**src/common/pwi_pkg.sv**
```systemverilog
// Package for the parallel word interface: register offsets, field positions and timing.
// Assumes a 100 MHz clock and a simple synchronous register port from the processor side.
// Summary of operation
// - Bit 15 shows second request input.
// - Second request with bit 05 raises interrupt.
// - Bits 14-8 and 4-2 read zero.
// - Bit 07 first request; interrupts with bit 06.
// - Requests read-only; initialize clears in loopback.
// - Loopback: second request follows command bit one.
// - Loopback: first request follows command bit zero.
// - First enable read/write, cleared by initialize.
// - Second enable read/write, cleared by initialize.
// - Command bit one read/write, drives connector one.
// - Command bit zero read/write, drives connector two.
// - Output buffer sixteen bits, word or byte writes.
// - Output buffer reads back stored contents.
// - Input buffer read returns whole input word.
// - Input read gives 300 ns accepted pulse.
// - Initialize clears buffer, enables, commands, interrupt state.
// - Offsets 0, 2, 4 select the three registers.
// - Two vectors: base for first, base+4 second.
package pwi_pkg;
  localparam logic [2:0] PWI_OFF_CSR = 3'h0;
  localparam logic [2:0] PWI_OFF_OUT = 3'h2;
  localparam logic [2:0] PWI_OFF_IN = 3'h4;
  localparam int PWI_BIT_REQ_B = 15;
  localparam int PWI_BIT_REQ_A = 7;
  localparam int PWI_BIT_ENB_A = 6;
  localparam int PWI_BIT_ENB_B = 5;
  localparam int PWI_BIT_CMD1 = 1;
  localparam int PWI_BIT_CMD0 = 0;
  localparam logic [15:0] PWI_OUT_RESET = 16'h0000;
  localparam logic [7:0] PWI_VEC_B_OFFSET = 8'h04;
  localparam int PWI_CLK_MHZ = 100;
  localparam int PWI_PULSE_NS = 300;
  localparam int PWI_PULSE_CYC = (PWI_PULSE_NS * PWI_CLK_MHZ + 999) / 1000;
  localparam int PWI_FIFO_WIDTH = 16;
  localparam int PWI_FIFO_DEPTH = 4;

  typedef struct packed {
    logic sel;
    logic wr;
    logic byte_mode;
    logic [2:0] addr;
    logic [15:0] wdata;
  } pwi_req_t;

  typedef enum logic [1:0] {
    PWI_IDLE = 2'b00,
    PWI_PULSE = 2'b01
  } pwi_pulse_state_t;
endpackage

```
**src/hw/pwi_fifo.sv**
```systemverilog
// Small synchronous FIFO for output words bound for the user device.
// Assumes one clock; the reader stalls with out_ready low.
`timescale 1ns/1ns
module pwi_fifo #(
  parameter int WIDTH = 16,
  parameter int DEPTH = 4
) (
  input wire logic clk,
  input wire logic rst,
  input wire logic in_valid,
  output logic in_ready,
  input wire logic [WIDTH-1:0] in_data,
  output logic out_valid,
  input wire logic out_ready,
  output logic [WIDTH-1:0] out_data
);
  localparam int AW = $clog2(DEPTH);
  logic [WIDTH-1:0] mem_q [DEPTH];
  logic [AW-1:0] wp_q;
  logic [AW-1:0] rp_q;
  logic [AW:0] cnt_q;
  logic push;
  logic pop;

  assign in_ready = (cnt_q != (AW+1)'(DEPTH));
  assign out_valid = (cnt_q != '0);
  assign push = in_valid && in_ready;
  assign pop = out_valid && out_ready;
  assign out_data = mem_q[rp_q];

  always_ff @(posedge clk) begin
    if (push) begin
      mem_q[wp_q] <= in_data;
    end
  end

  always_ff @(posedge clk or posedge rst) begin
    if (rst) begin
      wp_q <= '0;
      rp_q <= '0;
      cnt_q <= '0;
    end else begin
      if (push) begin
        wp_q <= AW'(wp_q + 1'b1);
      end
      if (pop) begin
        rp_q <= AW'(rp_q + 1'b1);
      end
      cnt_q <= (AW+1)'(cnt_q + {{AW{1'b0}}, push} - {{AW{1'b0}}, pop});
    end
  end
endmodule

```
**src/hw/pwi_pulse.sv**
```systemverilog
// Fixed-width pulse generator for the handshake strobes to the user device.
// Assumes a trigger that is a single-cycle request; triggers during a pulse are ignored.
`timescale 1ns/1ns
module pwi_pulse
  import pwi_pkg::*;
(
  input wire logic clk,
  input wire logic rst,
  input wire logic trigger,
  output logic pulse,
  output logic done
);
  pwi_pulse_state_t state_q;
  logic [7:0] cnt_q;

  always_ff @(posedge clk or posedge rst) begin
    if (rst) begin
      state_q <= PWI_IDLE;
      cnt_q <= 8'h00;
      done <= 1'b0;
    end else begin
      done <= 1'b0;
      case (state_q)
        PWI_IDLE: begin
          if (trigger) begin
            state_q <= PWI_PULSE;
            cnt_q <= 8'(PWI_PULSE_CYC - 1);
          end
        end
        PWI_PULSE: begin
          if (cnt_q == 8'h00) begin
            state_q <= PWI_IDLE;
            done <= 1'b1;
          end else begin
            cnt_q <= cnt_q - 8'h01;
          end
        end
        default: state_q <= PWI_IDLE;
      endcase
    end
  end

  assign pulse = (state_q == PWI_PULSE);
endmodule

```
**src/hw/pwi_top.sv**
```systemverilog
// Register side of the 16-bit parallel word interface.
// Assumes synchronous request inputs and a single-cycle register access strobe.
`timescale 1ns/1ns
module pwi_top
  import pwi_pkg::*;
(
  input wire logic clk,
  input wire logic rst,
  input wire logic bus_initialize,
  input wire pwi_pkg::pwi_req_t req,
  input wire logic [1:0] byte_en,
  output logic [15:0] rdata,
  input wire logic [7:0] vector_base,
  input wire logic irq_ack,
  output logic irq_req,
  output logic [7:0] irq_vector,
  input wire logic loopback,
  input wire logic request_a,
  input wire logic request_b,
  input wire logic [15:0] in_data,
  output logic data_accepted_pulse,
  output logic [15:0] out_data,
  output logic out_valid,
  input wire logic out_ready,
  output logic new_data_ready,
  output logic command_bit_one,
  output logic command_bit_zero
);
  logic rst_all;
  logic first_irq_enable_q;
  logic second_irq_enable_q;
  logic cmd1_q;
  logic cmd0_q;
  logic [15:0] out_buf_q;
  logic req_a_eff;
  logic req_b_eff;
  logic irq_a_pend_q;
  logic irq_b_pend_q;
  logic wr_csr;
  logic wr_out;
  logic rd_in;
  logic [15:0] csr_view;
  logic fifo_in_ready;
  logic fifo_push_q;
  logic nd_trig;

  // Initialize behaves as a synchronous clear on top of the asynchronous reset.
  assign rst_all = bus_initialize;
  assign wr_csr = req.sel && req.wr && (req.addr == PWI_OFF_CSR);
  assign wr_out = req.sel && req.wr && (req.addr == PWI_OFF_OUT);
  assign rd_in = req.sel && !req.wr && (req.addr == PWI_OFF_IN);

  // In loopback the requests come from the command bits and clear with them on initialize.
  assign req_b_eff = loopback ? cmd1_q : request_b;
  assign req_a_eff = loopback ? cmd0_q : request_a;

  always_comb begin
    csr_view = 16'h0000;
    csr_view[PWI_BIT_REQ_B] = req_b_eff;
    csr_view[PWI_BIT_REQ_A] = req_a_eff;
    csr_view[PWI_BIT_ENB_A] = first_irq_enable_q;
    csr_view[PWI_BIT_ENB_B] = second_irq_enable_q;
    csr_view[PWI_BIT_CMD1] = cmd1_q;
    csr_view[PWI_BIT_CMD0] = cmd0_q;
  end

  // Request bits are never written; only enables and commands take the write data.
  always_ff @(posedge clk or posedge rst) begin
    if (rst) begin
      first_irq_enable_q <= 1'b0;
      second_irq_enable_q <= 1'b0;
      cmd1_q <= 1'b0;
      cmd0_q <= 1'b0;
    end else if (rst_all) begin
      first_irq_enable_q <= 1'b0;
      second_irq_enable_q <= 1'b0;
      cmd1_q <= 1'b0;
      cmd0_q <= 1'b0;
    end else if (wr_csr && byte_en[0]) begin
      first_irq_enable_q <= req.wdata[PWI_BIT_ENB_A];
      second_irq_enable_q <= req.wdata[PWI_BIT_ENB_B];
      cmd1_q <= req.wdata[PWI_BIT_CMD1];
      cmd0_q <= req.wdata[PWI_BIT_CMD0];
    end
  end

  assign command_bit_one = cmd1_q;
  assign command_bit_zero = cmd0_q;

  always_ff @(posedge clk or posedge rst) begin
    if (rst) begin
      out_buf_q <= PWI_OUT_RESET;
    end else if (rst_all) begin
      out_buf_q <= PWI_OUT_RESET;
    end else if (wr_out) begin
      if (byte_en[1]) begin
        out_buf_q[15:8] <= req.wdata[15:8];
      end
      if (byte_en[0]) begin
        out_buf_q[7:0] <= req.wdata[7:0];
      end
    end
  end

  // The new word is queued one cycle after the write so that byte merges are complete.
  always_ff @(posedge clk or posedge rst) begin
    if (rst) begin
      fifo_push_q <= 1'b0;
    end else begin
      fifo_push_q <= wr_out && !rst_all;
    end
  end

  // A full queue drops the word; software sees the buffer value regardless.
  pwi_fifo #(
    .WIDTH(PWI_FIFO_WIDTH),
    .DEPTH(PWI_FIFO_DEPTH)
  ) u_fifo (
    .clk(clk),
    .rst(rst),
    .in_valid(fifo_push_q),
    .in_ready(fifo_in_ready),
    .in_data(out_buf_q),
    .out_valid(out_valid),
    .out_ready(out_ready),
    .out_data(out_data)
  );

  assign nd_trig = fifo_push_q && fifo_in_ready;

  pwi_pulse u_nd_pulse (
    .clk(clk),
    .rst(rst),
    .trigger(nd_trig),
    .pulse(new_data_ready),
    .done()
  );

  // The input word is not latched, so the user must hold it through this pulse.
  pwi_pulse u_da_pulse (
    .clk(clk),
    .rst(rst),
    .trigger(rd_in),
    .pulse(data_accepted_pulse),
    .done()
  );

  always_ff @(posedge clk or posedge rst) begin
    if (rst) begin
      rdata <= 16'h0000;
    end else if (req.sel && !req.wr) begin
      case (req.addr)
        PWI_OFF_CSR: rdata <= csr_view;
        PWI_OFF_OUT: rdata <= out_buf_q;
        PWI_OFF_IN: rdata <= in_data;
        default: rdata <= 16'h0000;
      endcase
    end
  end

  // Pending flags are set by an enabled request and cleared by acknowledge, B only once A is clear; set wins.
  always_ff @(posedge clk or posedge rst) begin
    if (rst) begin
      irq_a_pend_q <= 1'b0;
      irq_b_pend_q <= 1'b0;
    end else if (rst_all) begin
      irq_a_pend_q <= 1'b0;
      irq_b_pend_q <= 1'b0;
    end else begin
      if (req_a_eff && first_irq_enable_q) begin
        irq_a_pend_q <= 1'b1;
      end else if (irq_ack && irq_a_pend_q) begin
        irq_a_pend_q <= 1'b0;
      end
      if (req_b_eff && second_irq_enable_q) begin
        irq_b_pend_q <= 1'b1;
      end else if (irq_ack && !irq_a_pend_q && irq_b_pend_q) begin
        irq_b_pend_q <= 1'b0;
      end
    end
  end

  assign irq_req = irq_a_pend_q || irq_b_pend_q;

  always_ff @(posedge clk or posedge rst) begin
    if (rst) begin
      irq_vector <= 8'h00;
    end else if (irq_a_pend_q) begin
      irq_vector <= vector_base;
    end else begin
      irq_vector <= 8'(vector_base + PWI_VEC_B_OFFSET);
    end
  end
endmodule

```
**config.mk**
```make
export PLATFORM = sky130hd
export DESIGN_NAME = pwi_top
export DESIGN_NICKNAME = d
export VERILOG_FILES = /design/src/common/pwi_pkg.sv /design/src/hw/pwi_fifo.sv /design/src/hw/pwi_pulse.sv /design/src/hw/pwi_top.sv
export SDC_FILE = /design/constraint.sdc
export NUM_CORES = 1
export LEC_CHECK = 0
export ABC_CLOCK_PERIOD_IN_PS = 2300
export BUFFER_PORTS_ARGS = -buffer_cell sky130_fd_sc_hd__buf_4
export CORE_MARGIN = 5
export CORE_UTILIZATION = 35
export DETAILED_ROUTE_END_ITERATION = 10
export GPL_TIMING_DRIVEN = 0
export HOLD_SLACK_MARGIN = 0.02
export SKIP_LAST_GASP = 1
export SLEW_MARGIN = 0
export SYNTH_ARGS = -nofsm -noshare
export SYNTH_HDL_FRONTEND = slang
export SYNTH_HIERARCHICAL = 1
export SYNTH_SLANG_ARGS = --single-unit
```
**constraint.sdc**
```tcl
create_clock -name clk -period 2.3 [get_ports clk]
set_input_delay 0.115 -clock clk [delete_from_list [all_inputs] [get_ports clk]]
set_output_delay 0.115 -clock clk [all_outputs]
set_load 0.1 [all_outputs]
```
; Word level (Yosys, flattened, before mapping)
; Memories as Yosys holds them, arrays and structs flattened.
; Index checks and enable logic that the tools add are counted.
[classes]
n_eq_ne = 11
muxes = 36
n_lt_le_gt_ge = 0
multipliers = 0
bitwise_logic = 0
n_div = 0
shift = 0
n_reduce_logical = 38
addsub = 7
[op_table]
columns = op, count
row1 = $mux 8, 7
row2 = $pmux 16 s3, 1
row3 = $mux 16, 2
row4 = $pmux 8 s2, 2
row5 = $mux 1, 18
row6 = $logic_not 8->1, 2
row7 = $sub 8x1->8 const B, 2
row8 = $logic_and 1x1->1, 14
row9 = $reduce_bool 2->1, 6
row10 = $reduce_bool 3->1, 3
row11 = $add 8x3->8 const B, 1
row12 = $mux 2, 4
row13 = $ne 2x2->1 const B, 4
row14 = $pmux 2 s2, 2
row15 = $reduce_and 2->1, 4
row16 = $reduce_and 3->1, 2
row17 = $add 2x1->2 const B, 2
row18 = $eq 2x1->1 const B, 2
row19 = $logic_not 2->1, 2
row20 = $ne 2x1->1 const B, 2
row21 = $add 3x1->3, 1
row22 = $eq 3x2->1 const B, 1
row23 = $eq 3x3->1 const B, 1
row24 = $logic_not 1->1, 3
row25 = 4 further kinds, 4
[word_totals]
mem_count = 1
inputBits = 56
ram_bits = 64
register_bits = 74
latch_bits = 0
romBits = 0
wordCells = 111
[mem_list]
columns = memory, words, word_bits, rd, rd_clocked_by_memory_dff, write_ports, line_no
row1 = u_fifo.mem_q, 4, 16, 1, 0, 1, pwi_fifo.sv:18  ; logic [WIDTH-1:0] mem_q [DEPTH];

; Longest topological paths before layout
; Gate-level depths: netlist (run 1).
[logic_depth]
ltp_word = 6
depth_mapped = 9
mapped_depth_nobuf = 9

; By module
; The synthesis (run 1) kept the hierarchy.
[modules_own_cells]
columns = module, n_inst, cells_each, area_each_um2, seq_area_each_um2
row1 = pwi_fifo, 1, 126, 2822.7, 2097.0
row2 = pwi_top, 1, 212, 2306.0, 1176.1
row3 = pwi_pulse, 2, 49, 499.2, 250.2

; Worst setup path after synthesis (run 1)
; Ideal clock, no wire load.
[synth_path]
path_kind = reg2reg
start = reg u_da_pulse.state_q[0]
end = reg u_da_pulse.cnt_q[5]
synth_period_minus_slack_ns = 2.121
stages_incl_launch_ff = 4
t_arrival_ns = 1.997
slack_ns = 0.179
t_required_ns = 2.176
setup_time_ns = 0.124
path_cell_list = dfrtp_1 > or3b_1 > or4_1 > mux2i_1
[synth_between]
elab_chain_len = 3
elab_cells_between_ends = 7
[synth_rtl]
columns = element, line_no
row1 = "start, declared", pwi_pulse.sv:13  ; pwi_pulse_state_t state_q;
row2 = "start signal, assigned", pwi_pulse.sv:18  ; state_q <= PWI_IDLE;
row3 = "start signal, assigned", pwi_pulse.sv:26  ; state_q <= PWI_PULSE;
row4 = "start signal, assigned", pwi_pulse.sv:32  ; state_q <= PWI_IDLE;
row5 = $eq 2x1->1 or $logic_not 2->1 (tied branches), pwi_pulse.sv:23  ; case (state_q)
row6 = $ne 2x2->1 (no source line) or $reduce_bool 2->1 (tied branches), -
row7 = $reduce_and 3->1 (no source line), -
row8 = "end signal, assigned", pwi_pulse.sv:27  ; cnt_q <= 8'(PWI_PULSE_CYC - 1);
row9 = "end signal, assigned", pwi_pulse.sv:35  ; cnt_q <= cnt_q - 8'h01;
row10 = "end, declared", pwi_pulse.sv:14  ; logic [7:0] cnt_q;
; Parallel ways exist; a longest one is shown, timed or not.
; A chain may end at the register's enable or synchronous reset.

; Final worst setup path (run 1)
[layout_path]
start = reg u_fifo.cnt_q[1]
end = reg u_fifo.cnt_q[2]
[layout_between]
elab_cells_between_ends = 6
[layout_rtl]
columns = element, line_no
row1 = "start, declared", pwi_fifo.sv:21  ; logic [AW:0] cnt_q;
row2 = "start signal, assigned", pwi_fifo.sv:49  ; cnt_q <= (AW+1)'(cnt_q + {{AW{1'b0}}, push} - {{AW{1'b0}}, pop});
row3 = $reduce_bool 3->1, pwi_fifo.sv:26  ; assign out_valid = (cnt_q != '0);
row4 = $logic_and 1x1->1, pwi_fifo.sv:28  ; assign pop = out_valid && out_ready;
row5 = named net u_fifo.pop, pwi_fifo.sv:23  ; logic pop;
row6 = $sub 3x1->3, pwi_fifo.sv:49
; The timed path passes the listed nets, and every way through them passes these cells.

==> results.tsv, run 1 <==
stage	metric	value	unit
status	status	complete, no violations	
placement	port bufs	99	
timing	Max-slew headroom	42.62	%
grt	initial antenna violation count	0	
worst_hold_path	number of cells on the worst hold path	3	
worst_setup_path	FF-to-FF path depth	8	
die	core area	17180	sq um
power	Clock Power Share	30.5	%
power	Switch Pwr	0.003403	W
worst_setup_path	Crit-path slowest cell	dfrtp_1	
worst_hold_path	HP Class	input port to register	
worst_setup_path	CP Cell Sequence	o31a_1, ha_1, inv_1, ha_1, inv_1, fa_1, xnor2_1, xnor2_1	
cts	# clock sinks	136	
power	sw frac	38.14	%
grt	first-pass GRT wire length	23.44	mm
power	VDD IR max	0.7870	mV
yosys	Yosys warning total	6	
yosys	cell area after synthesis	6067	sq um
grt	vias in the first global route	4403	
cts	clk_lat worst skew	0.41	ns
worst_setup_path	Critical Path Max Stage Delay	0.50	ns
layout	Multi-input gate area	2143	sq um
worst_setup_path	Worst EP required	2.58	ns
die	initial core utilization	35.32	%
worst_setup_path	element type at the critical path start	register	
power	Leak Pwr	3.262	nW
worst_setup_path	Crit path max-delay family	adder cells	
cts	clk buf depth	2	
routing	via count	4114	
timing	Slew Viols, Final	0	
die	FP Rows	48	
routing	TritonRoute pass-1 iters	5	
cts	Num CTS Buffers	17	
die	Die Ht	141.7	um
die	Die ar.	20070	sq um
routing	DRC viols	0	
grt	grt total ovfl	0	
timing	setup violators final	0	
die	I/O pin count	102	
placement	GP Congestion	0.8404	
timing	Peak Freq	460.9	MHz
worst_setup_path	reg-to-reg setup timing slack	0.13	ns
worst_setup_path	Critical Path Sink Type	register	
worst_hold_path	min-delay src	in_data[10]	
layout	layout cell share with drive strength beyond 1	26.21	%
routing	Wirelength per Cell	17.50	um
worst_setup_path	worst-path maximum fanout	8	
placement	DP Area	7112	sq um
layout	filler cell count	1557	
timing	final hold violations	0	
worst_setup_path	worst setup path class	register to register	
cts	H-Tree Depth	4	
layout	register area	3724	sq um
power	PD cells	1108	nW/um^2
timing	Period minus WS final	2.170	ns
die	Die X	141.7	um
routing	routed vias/inst	4.993	
layout	layout net count	652	
job	max_cap viols	0	
worst_setup_path	Critical R2R Launch	u_fifo/cnt_q[1]	
worst_hold_path	Worst Hold Path EP	rdata[10]	
power	Pint	0.005519	W
routing	Initial DRC Count	240	
layout	# diodes	0	
worst_setup_path	reg2reg end	u_fifo/cnt_q[2]	
cts	CTS tree	built	
cts	Root Driver	clkbuf_16	
yosys	syn_nets	498	
yosys	post-synthesis instance total	432	
placement	dpl hpwl	10.11	mm
cts	Worst-path clk slew	0.06	ns
routing	Total Routed Length	14.42	mm
layout	Finished Cell Area	8054	sq um
layout	Core Util, Final	46.89	%
worst_setup_path	worst path bufs/invs	2	
routing	post-route ant nets	0	
grt	largest net degree at the start of global routing	39	
timing	Final Skew	0.007351	ns
power	Comb pwr share	34.9	%
worst_setup_path	Worst EP arrival	2.45	ns
timing	unrepaired setup endpoints after global routing	no	
yosys	Syn Area/Cell	14.04	sq um
power	Seq pwr share	34.6	%
timing	final worst path period share	94.34	%
timing	Slew @ Worst Pin	0.8607	ns
grt	Overall Global Routing Usage	15.12	%
layout	layout overhead on the synthesized area	32.75	%
cell type report:
| cell class | instances | share of cell area [%] |
|---|---|---|
| Clock inverter | 12 | 1.911 |
| Buffer | 21 | 1.678 |
| Tap cell | 225 | 3.495 |
| Timing Repair Buffer | 135 | 13.76 |
| Clock buffer | 20 | 5.422 |
| Inverter | 19 | 0.8855 |
| Sequential cell | 136 | 46.23 |
| Multi-Input combinational cell | 256 | 26.61 |
state kept, by name, indices dropped and copies added, names as in the netlist, 2 cells and up:
register	flops
u_fifo/mem_q	64
out_buf_q	16
rdata	16
u_da_pulse/cnt_q	8
u_fifo/rp_q	2
u_fifo/wp_q	2
u_nd_pulse/cnt_q	8
irq_vector	8
u_fifo/cnt_q	3
worst min-delay path: cells and delay by family:
family,cells,cell delay (ns)
buffers and inverters,1,0.08
AOI/OAI and AO/OA,2,0.22
worst max-delay path by stage:
stage / cells after the start / end / slack, ns / startpoint
4_1_cts: 9 / u_fifo/cnt_q[2] / 0.005 / u_fifo/cnt_q[1]
5_1_grt: 9 / u_fifo/cnt_q[2] / 0.008 / u_fifo/cnt_q[1]
3_3_place_gp: 9 / u_fifo/cnt_q[2] / 0.05 / u_fifo/cnt_q[1]
6_report: 8 / u_fifo/cnt_q[2] / 0.13 / u_fifo/cnt_q[1]
2_1_floorplan: 3 / u_da_pulse/cnt_q[5] / 0.18 / u_da_pulse/state_q[0]
3_5_place_dp: 9 / u_fifo/cnt_q[2] / -0.07 / u_fifo/cnt_q[1]
timing repair:
item | 4_1_cts | 5_1_grt
pin swaps | 1 | 1
cloned | 0 | 0
resized for setup | 1 | 0
buffers inserted | 0 | 2
hold endpoints to repair | 107 | 0
hold buffers | 33 | 0
endpoints found under the setup margin | 1 | 1
cell usage in the layout, fill, tap and decap left out, types with 5 or more instances in the layout:
| master | instances |
|---|---|
| nor2_1 | 5 |
| edfxtp_1 | 64 |
| clkbuf_16 | 17 |
| or4_1 | 8 |
| ha_1 | 9 |
| buf_2 | 7 |
| mux4_1 | 8 |
| dfrtp_1 | 72 |
| and3b_1 | 5 |
| inv_1 | 18 |
| nand2b_1 | 43 |
| mux4_2 | 8 |
| o21ai_0 | 9 |
| o21ai_1 | 10 |
| a22oi_1 | 11 |
| buf_4 | 101 |
| mux2i_1 | 28 |
| dlygate4sd3_1 | 33 |
| o211ai_1 | 6 |
| clkbuf_1 | 11 |
| xnor2_1 | 7 |
| nor3_1 | 5 |
| nand2_1 | 29 |
per-layer routing:
layer / track usage [%] / wire length [um] / vias to the layer above
li1: - / - / 1933
met1: 19.08 / 6071 / 2013
met2: 24.44 / 7043 / 144
met3: 5.123 / 989 / 24
met4: 5.202 / 319 / 0
met5: 0 / 0 / -
per-stage QoR:
step	hold WS (ns)	setup TNS, ns	total power (W)	std cells	worst slack (ns)
floorplan	-0.08160	0	0.005463	432	0.1786
global placement	0.1118	0	0.006097	756	0.04677
detailed placement	0.09928	-0.07273	0.006186	757	-0.07273
CTS	0.03321	0	0.008977	822	0.004706
global route	0.04805	0	0.009340	824	0.007644
finish	0.04388	0	0.008922	824	0.1303
power by group through the flow:
stage / Sequential, W / Combinational [W] / Clock [W]
finish: 0.00309 / 0.00311 / 0.00272
global route: 0.00314 / 0.00332 / 0.00288
CTS: 0.00308 / 0.00313 / 0.00276
detailed placement: 0.00312 / 0.00306 / 0
global placement: 0.00310 / 0.00299 / 0
floorplan: 0.00331 / 0.00216 / 0
Power figures use the tool's default switching activity.
==> inputs of run 2 (changes only) <==
--- a/config.mk
+++ b/config.mk
@@ -5,6 +5,7 @@
 export SDC_FILE = /design/constraint.sdc
 export NUM_CORES = 1
 export LEC_CHECK = 0
+export ABC_AREA = 1
 export ABC_CLOCK_PERIOD_IN_PS = 2300
 export BUFFER_PORTS_ARGS = -buffer_cell sky130_fd_sc_hd__buf_4
 export CORE_MARGIN = 5
==> results.tsv, run 2 <==
stage	metric	value	unit	change
worst_hold_path	number of cells on the worst hold path	5		+2
layout	layout overhead on the synthesized area	32.65	%	about the same
routing	post-route ant nets	0		unchanged
cts	# Post-CTS Setup Buffers	0		unchanged
routing	via count	5143		+25%
layout	most flop-heavy register	u_fifo/mem_q		
job	max_cap viols	0		unchanged
cts	clk_lat worst skew	0.42	ns	about the same
timing	Period minus WS final	2.032	ns	-0.1374 ns
timing	Max-slew headroom	38.69	%	-3.9 points
routing	metal2 WL	7.190	mm	+2.1%
layout	layout net count	935		+43%
cts	clk buf depth	2		unchanged
cts	CTS resizes	0		-1
timing	Peak Freq	492.1	MHz	+6.8%
cts	CTS tree	built		
placement	GP Congestion	0.8195		-2.5%
grt	largest net degree at the start of global routing	28		-28%
power	sw frac	46.09	%	+7.9 points
worst_hold_path	HP Class	input port to register		
power	Clock Power Share	26.6	%	-3.9 points
placement	Placed Instances	1035		+37%
routing	Met3 Wirelength	961	um	-2.8%
routing	Wirelength per Cell	14.12	um	-19%
worst_setup_path	element type at the critical path start	register		
status	status	complete, no violations		
grt	vias in the first global route	5029		+14%
routing	Total Routed Length	15.69	mm	+8.8%
power	Pint	0.005444	W	-1.4%
worst_setup_path	Critical R2R Launch	u_fifo/cnt_q[1]		
grt	initial antenna violation count	0		unchanged
worst_setup_path	Worst EP arrival	2.34	ns	-0.11 ns
worst_setup_path	worst-path maximum fanout	7		-1
worst_setup_path	Crit-path slowest cell	dfrtp_1		
routing	routed vias/inst	4.629		-7.3%
cts	Worst-path clk slew	0.06	ns	about the same
power	PD cells	1185	nW/um^2	+6.9%
power	Comb pwr share	43.5	%	+8.6 points
timing	Setup Total Neg Slack	0	ns	unchanged
die	initial core utilization	35.65	%	+0.33 points
cts	H-Tree Depth	4		unchanged
cts	Num CTS Buffers	17		unchanged
die	FP Rows	49		+2.1%
cts	hold_buf cts	44		+33%
worst_hold_path	min-delay src	in_data[15]		
layout	Core Util, Final	47.29	%	+0.40 points
worst_setup_path	CP Cell Sequence	nor2_1, nand2_1, nand2_4, ha_1, inv_1, ha_1, inv_1, fa_1, nand3_1, nand2_1		
yosys	cell area after synthesis	6426	sq um	+5.9%
routing	DRC viols	0		unchanged
worst_setup_path	CP startpoint	u_fifo/cnt_q[1]		
power	Switch Pwr	0.004654	W	+37%
grt	Overall Global Routing Usage	15.22	%	+0.099 points
power	Total Power	0.01010	W	+13%
timing	final hold violations	0		unchanged
routing	Initial DRC Count	307		+28%
layout	Largest regs	u_fifo/mem_q (64), out_buf_q (16), rdata (16)		
timing	Final Skew	0.008739	ns	+0.001388 ns
cts	# clock sinks	136		unchanged
grt	first-pass GRT wire length	25.94	mm	+11%
power	VDD IR max	1.302	mV	+65%
timing	final worst path period share	88.36	%	-6.0 points
grt	grt total ovfl	0		unchanged
worst_setup_path	worst setup path class	register to register		
cts	Root Driver	clkbuf_16		
routing	TritonRoute pass-1 iters	4		-1
die	I/O pin count	102		unchanged
timing	Slew @ Worst Pin	0.9187	ns	+0.05800 ns
placement	port bufs	97		-2.0%
layout	commonest cells after routing, fill and taps aside	nand2_1 (238), buf_4 (98), nand3_1 (73)		
worst_setup_path	Worst EP required	2.61	ns	+0.03 ns
placement	dpl hpwl	11.05	mm	+9.3%
power	Leak Pwr	4.107	nW	+26%
die	Die Ht	145.5	um	+2.7%
die	Die ar.	21170	sq um	+5.5%
layout	filler cell count	1697		+9.0%
power	Seq pwr share	29.9	%	-4.7 points
layout	layout cell share with drive strength beyond 1	22.68	%	-3.5 points
timing	Slew Viols, Final	0		unchanged
worst_setup_path	Critical Path Max Stage Delay	0.43	ns	-0.07 ns
yosys	Yosys warning total	6		unchanged
routing	DRT met1 WL	7.324	mm	+21%
timing	unrepaired setup endpoints after global routing	no		
timing	hold slack	0.04046	ns	-0.003420 ns
layout	max reg flops	64		unchanged
routing	top routing layer in use	met4		
worst_setup_path	WP depth	10		+2
worst_setup_path	worst path bufs/invs	2		unchanged
yosys	Syn Area/Cell	9.102	sq um	-35%
worst_setup_path	Crit path max-delay family	adder cells		
die	core area	18020	sq um	+4.9%
worst_setup_path	FF-to-FF path depth	10		+2
yosys	syn_nets	772		+55%
layout	commonest non-fill, non-tap cell in the layout	nand2_1		
layout	final std cells w/o fill	1111		+35%
timing	setup violators final	0		unchanged
worst_setup_path	reg-to-reg setup timing slack	0.27	ns	+0.14 ns
worst_setup_path	Critical Path Sink Type	register		
die	Die X	145.5	um	+2.7%
layout	# diodes	0		unchanged
yosys	post-synthesis instance total	706		+63%
==> run 2: layout make-up <==
type	count	area [sq um]	share of cell area, %
sequential	136	3724	43.68
timing repair buffer	144	1215	14.25
clock inverter	15	158.9	1.864
multi-input combinational	469	2250	26.39
clock buffer	17	425.4	4.990
buffer	19	152.6	1.791
tap	229	286.5	3.361
inverter	82	312.8	3.669
==> run 2: worst paths after layout <==
check / end
max in group asynchronous: out_buf_q[14]
hold / removal: rdata[15]
setup / recovery: u_fifo/cnt_q[2]
min in group asynchronous: u_fifo/wp_q[1]
setup reg to reg: u_fifo/cnt_q[2]
hold reg to reg: u_fifo/rp_q[1]
==> run 2: routing by layer <==
| layer | vias up | track usage [%] |
|---|---|---|
| li1 | 2621 | - |
| met1 | 2360 | 20.51 |
| met2 | 143 | 23.66 |
| met3 | 19 | 4.734 |
| met4 | 0 | 4.618 |
| met5 | - | 0 |
==> run 2: stage by stage <==
step | cell area, sq um | setup slack (ns)
after CTS | 8524 | 0.2646
after detailed placement | 7500 | 0.2851
after floorplan | 6429 | 0.05660
after global placement | 7443 | -0.1650
after global routing | 8524 | 0.1164
final | 8524 | 0.2677
==> run 2: worst min-delay path, delay by kind of cell <==
kind                   cells  cell delay, ns
buffers and inverters      1            0.08
AND/OR/NAND/NOR            4            0.23
==> run 2: power groups by stage <==
stage,registers (W),logic [W],clock network (W)
3_5_place_dp,0.00307,0.00437,0
2_1_floorplan,0.00332,0.00312,0
5_1_grt,0.00307,0.00479,0.00287
4_1_cts,0.00303,0.00444,0.00274
3_3_place_gp,0.00307,0.00433,0
6_report,0.00302,0.00439,0.00268
==> inputs of run 3 (changes only) <==
--- a/config.mk
+++ b/config.mk
@@ -13,6 +13,7 @@
 export DETAILED_ROUTE_END_ITERATION = 10
 export GPL_TIMING_DRIVEN = 0
 export HOLD_SLACK_MARGIN = 0.02
+export RECOVER_POWER = 100
 export SKIP_LAST_GASP = 1
 export SLEW_MARGIN = 0
 export SYNTH_ARGS = -nofsm -noshare
==> results.tsv, run 3 (same netlist as run 2, synthesis figures left out) <==
stage	metric	value	unit	change
layout	layout overhead on the synthesized area	29.32	%	
timing	Slew Viols, Final	0		unchanged
routing	DRC viols	0		unchanged
grt	grt total ovfl	0		unchanged
timing	Max-slew headroom	20.13	%	-19 points
worst_setup_path	Crit-path slowest cell	clkbuf_2		
power	VDD IR max	1.263	mV	-2.9%
routing	Wirelength per Cell	14.10	um	-0.16%
worst_setup_path	worst-path maximum fanout	10		+3
cts	H-Tree Depth	4		unchanged
layout	layout net count	935		unchanged
worst_setup_path	Worst EP arrival	2.00	ns	-0.34 ns
timing	final worst path period share	91.83	%	+3.5 points
timing	Slew @ Worst Pin	1.203	ns	+0.2846 ns
cts	# Post-CTS Setup Buffers	0		unchanged
die	initial core utilization	35.65	%	unchanged
layout	commonest cells after routing, fill and taps aside	nand2_1 (240), nand3_1 (73), dfrtp_1 (72)		
power	Seq pwr share	30.4	%	+0.5 points
timing	Final Skew	0.01008	ns	+0.001345 ns
die	Die Ht	145.5	um	unchanged
worst_setup_path	FF-to-FF path depth	5		-5
layout	Core Util, Final	46.11	%	-1.2 points
placement	port bufs	97		unchanged
timing	unrepaired setup endpoints after global routing	no		
placement	dpl hpwl	11.05	mm	unchanged
power	PD cells	1197	nW/um^2	+1.0%
power	Pint	0.005326	W	-2.2%
grt	Overall Global Routing Usage	15.22	%	unchanged
layout	final std cells w/o fill	1111		unchanged
routing	post-route ant nets	0		unchanged
worst_hold_path	Worst Hold Path EP	fifo_push_q		
worst_setup_path	worst setup path class	register to output port		
routing	via count	5135		-0.16%
worst_setup_path	Worst EP required	2.18	ns	-0.43 ns
worst_setup_path	Critical Path Max Stage Delay	0.47	ns	+0.04 ns
worst_hold_path	HP Class	input port to register		
routing	TritonRoute pass-1 iters	5		+1
worst_setup_path	Critical Path Sink Type	output port		
timing	Peak Freq	473.5	MHz	-3.8%
power	Total Power	0.009945	W	-1.5%
cts	Num CTS Buffers	17		unchanged
worst_setup_path	cell mode on critical path	buf_6		
routing	routed vias/inst	4.622		-0.16%
cts	Worst-path clk slew	0.06	ns	about the same
worst_hold_path	min-delay src	req[17]		
grt	initial antenna violation count	0		unchanged
cts	CTS tree	built		
job	max_cap viols	0		unchanged
layout	max reg flops	64		unchanged
worst_hold_path	number of cells on the worst hold path	3		-2
grt	vias in the first global route	5029		unchanged
power	Leak Pwr	3.917	nW	-4.6%
power	sw frac	46.45	%	+0.36 points
worst_setup_path	element type at the critical path start	register		
power	Comb pwr share	42.7	%	-0.8 points
layout	layout cell share with drive strength beyond 1	17.46	%	-5.2 points
timing	final hold violations	0		unchanged
worst_setup_path	reg2reg end	u_fifo/mem_q[0][4]		
timing	setup violators final	0		unchanged
worst_setup_path	Critical R2R Launch	u_fifo/cnt_q[1]		
layout	commonest non-fill, non-tap cell in the layout	nand2_1		
timing	Period minus WS final	2.112	ns	+0.07985 ns
cts	# clock sinks	136		unchanged
worst_setup_path	CP Cell Sequence	buf_6, inv_1, buf_6, o21ai_1, nand2_1, clkbuf_2		
die	FP Rows	49		unchanged
power	Clock Power Share	26.9	%	+0.3 points
power	Switch Pwr	0.004620	W	-0.74%
layout	# diodes	0		unchanged
cts	Root Driver	clkbuf_16		
cts	clk_lat worst skew	0.42	ns	about the same
worst_setup_path	reg-to-reg setup timing slack	0.24	ns	-0.03 ns
cts	clk buf depth	2		unchanged
die	Die X	145.5	um	unchanged
placement	GP Congestion	0.8195		unchanged
placement	Placed Instances	1035		unchanged
layout	Largest regs	u_fifo/mem_q (64), out_buf_q (16), rdata (16)		
routing	Initial DRC Count	286		-6.8%
die	I/O pin count	102		unchanged
die	Die ar.	21170	sq um	unchanged
status	status	complete, no violations		
routing	Total Routed Length	15.67	mm	-0.16%
die	core area	18020	sq um	unchanged
layout	Finished Cell Area	8310	sq um	-2.5%
grt	first-pass GRT wire length	25.94	mm	unchanged
layout	most flop-heavy register	u_fifo/mem_q		
placement	DP Area	7500	sq um	unchanged
grt	largest net degree at the start of global routing	28		unchanged
==> run 3: cell types whose count changed in the layout (fill, tap and decap cells not counted), moves of 7 or more <==
cell and change:
buf_4 -48, inv_2 -7, clkbuf_1 +31, clkbuf_4 +9, clkbuf_2 +10
==> run 3: area by class of cell <==
cell class,count,area [sq um]
buffer,19,151.4
inverter,82,312.8
multi-input combinational,469,2187
tap,229,286.5
timing repair buffer,144,1065
clock inverter,15,158.9
sequential,136,3724
clock buffer,17,425.4
fill,1739,9714
==> run 3: routing by layer <==
metal / global-route usage, % / wire length, um / up-vias
met5: 0 / 0 / -
met4: 4.618 / 164 / 0
met3: 4.734 / 931 / 14
met2: 23.66 / 7268 / 139
met1: 20.51 / 7301 / 2368
li1: - / - / 2614
==> run 3: how the worst max path moves through the flow <==
stage / startpoint / slack (ns) / end
6_report: u_fifo/rp_q[0] / 0.19 / out_data[6]
2_1_floorplan: u_fifo/cnt_q[1] / 0.06 / u_fifo/cnt_q[2]
5_1_grt: u_fifo/rp_q[1] / 0.06 / out_data[12]
3_3_place_gp: u_fifo/cnt_q[1] / -0.16 / u_fifo/mem_q[0][9]
4_1_cts: u_fifo/cnt_q[1] / 0.26 / u_fifo/cnt_q[2]
3_5_place_dp: u_fifo/cnt_q[1] / 0.29 / u_fifo/cnt_q[2]
==> run 3: what timing repair did <==
| action | 4_1_cts | 5_1_grt |
|---|---|---|
| resized for setup | 0 | 0 |
| endpoints found under the hold margin | 88 | 0 |
| endpoints found under the setup margin | 0 | 0 |
| hold buffers | 44 | 0 |
==> run 3: worst max-delay path, delay by kind of cell (launching register included) <==
family / cells / cell delay, ns
DFF: 1 / 0.38
and+or+nand+nor: 1 / 0.11
AOI/OAI and AO/OA: 1 / 0.08
buffers and inverters: 4 / 1.02
==> run 3: stage by stage <==
| stage | hold slack [ns] | setup WS [ns] | setup TNS [ns] |
|---|---|---|---|
| after floorplan | -0.08160 | 0.05660 | 0 |
| after global placement | 0.1088 | -0.1650 | -6.093 |
| after detailed placement | 0.1124 | 0.2851 | 0 |
| after CTS | 0.02922 | 0.2646 | 0 |
| after global routing | 0.03652 | 0.05907 | 0 |
| final | 0.02840 | 0.1879 | 0 |
==> run 3: power by group through the flow <==
stage          Combinational, W  Sequential (W)  Clock, W
2_1_floorplan           0.00312         0.00332         0
3_3_place_gp            0.00433         0.00307         0
3_5_place_dp            0.00437         0.00307         0
4_1_cts                 0.00444         0.00303   0.00274
5_1_grt                 0.00465         0.00307   0.00287
6_report                0.00424         0.00302   0.00268
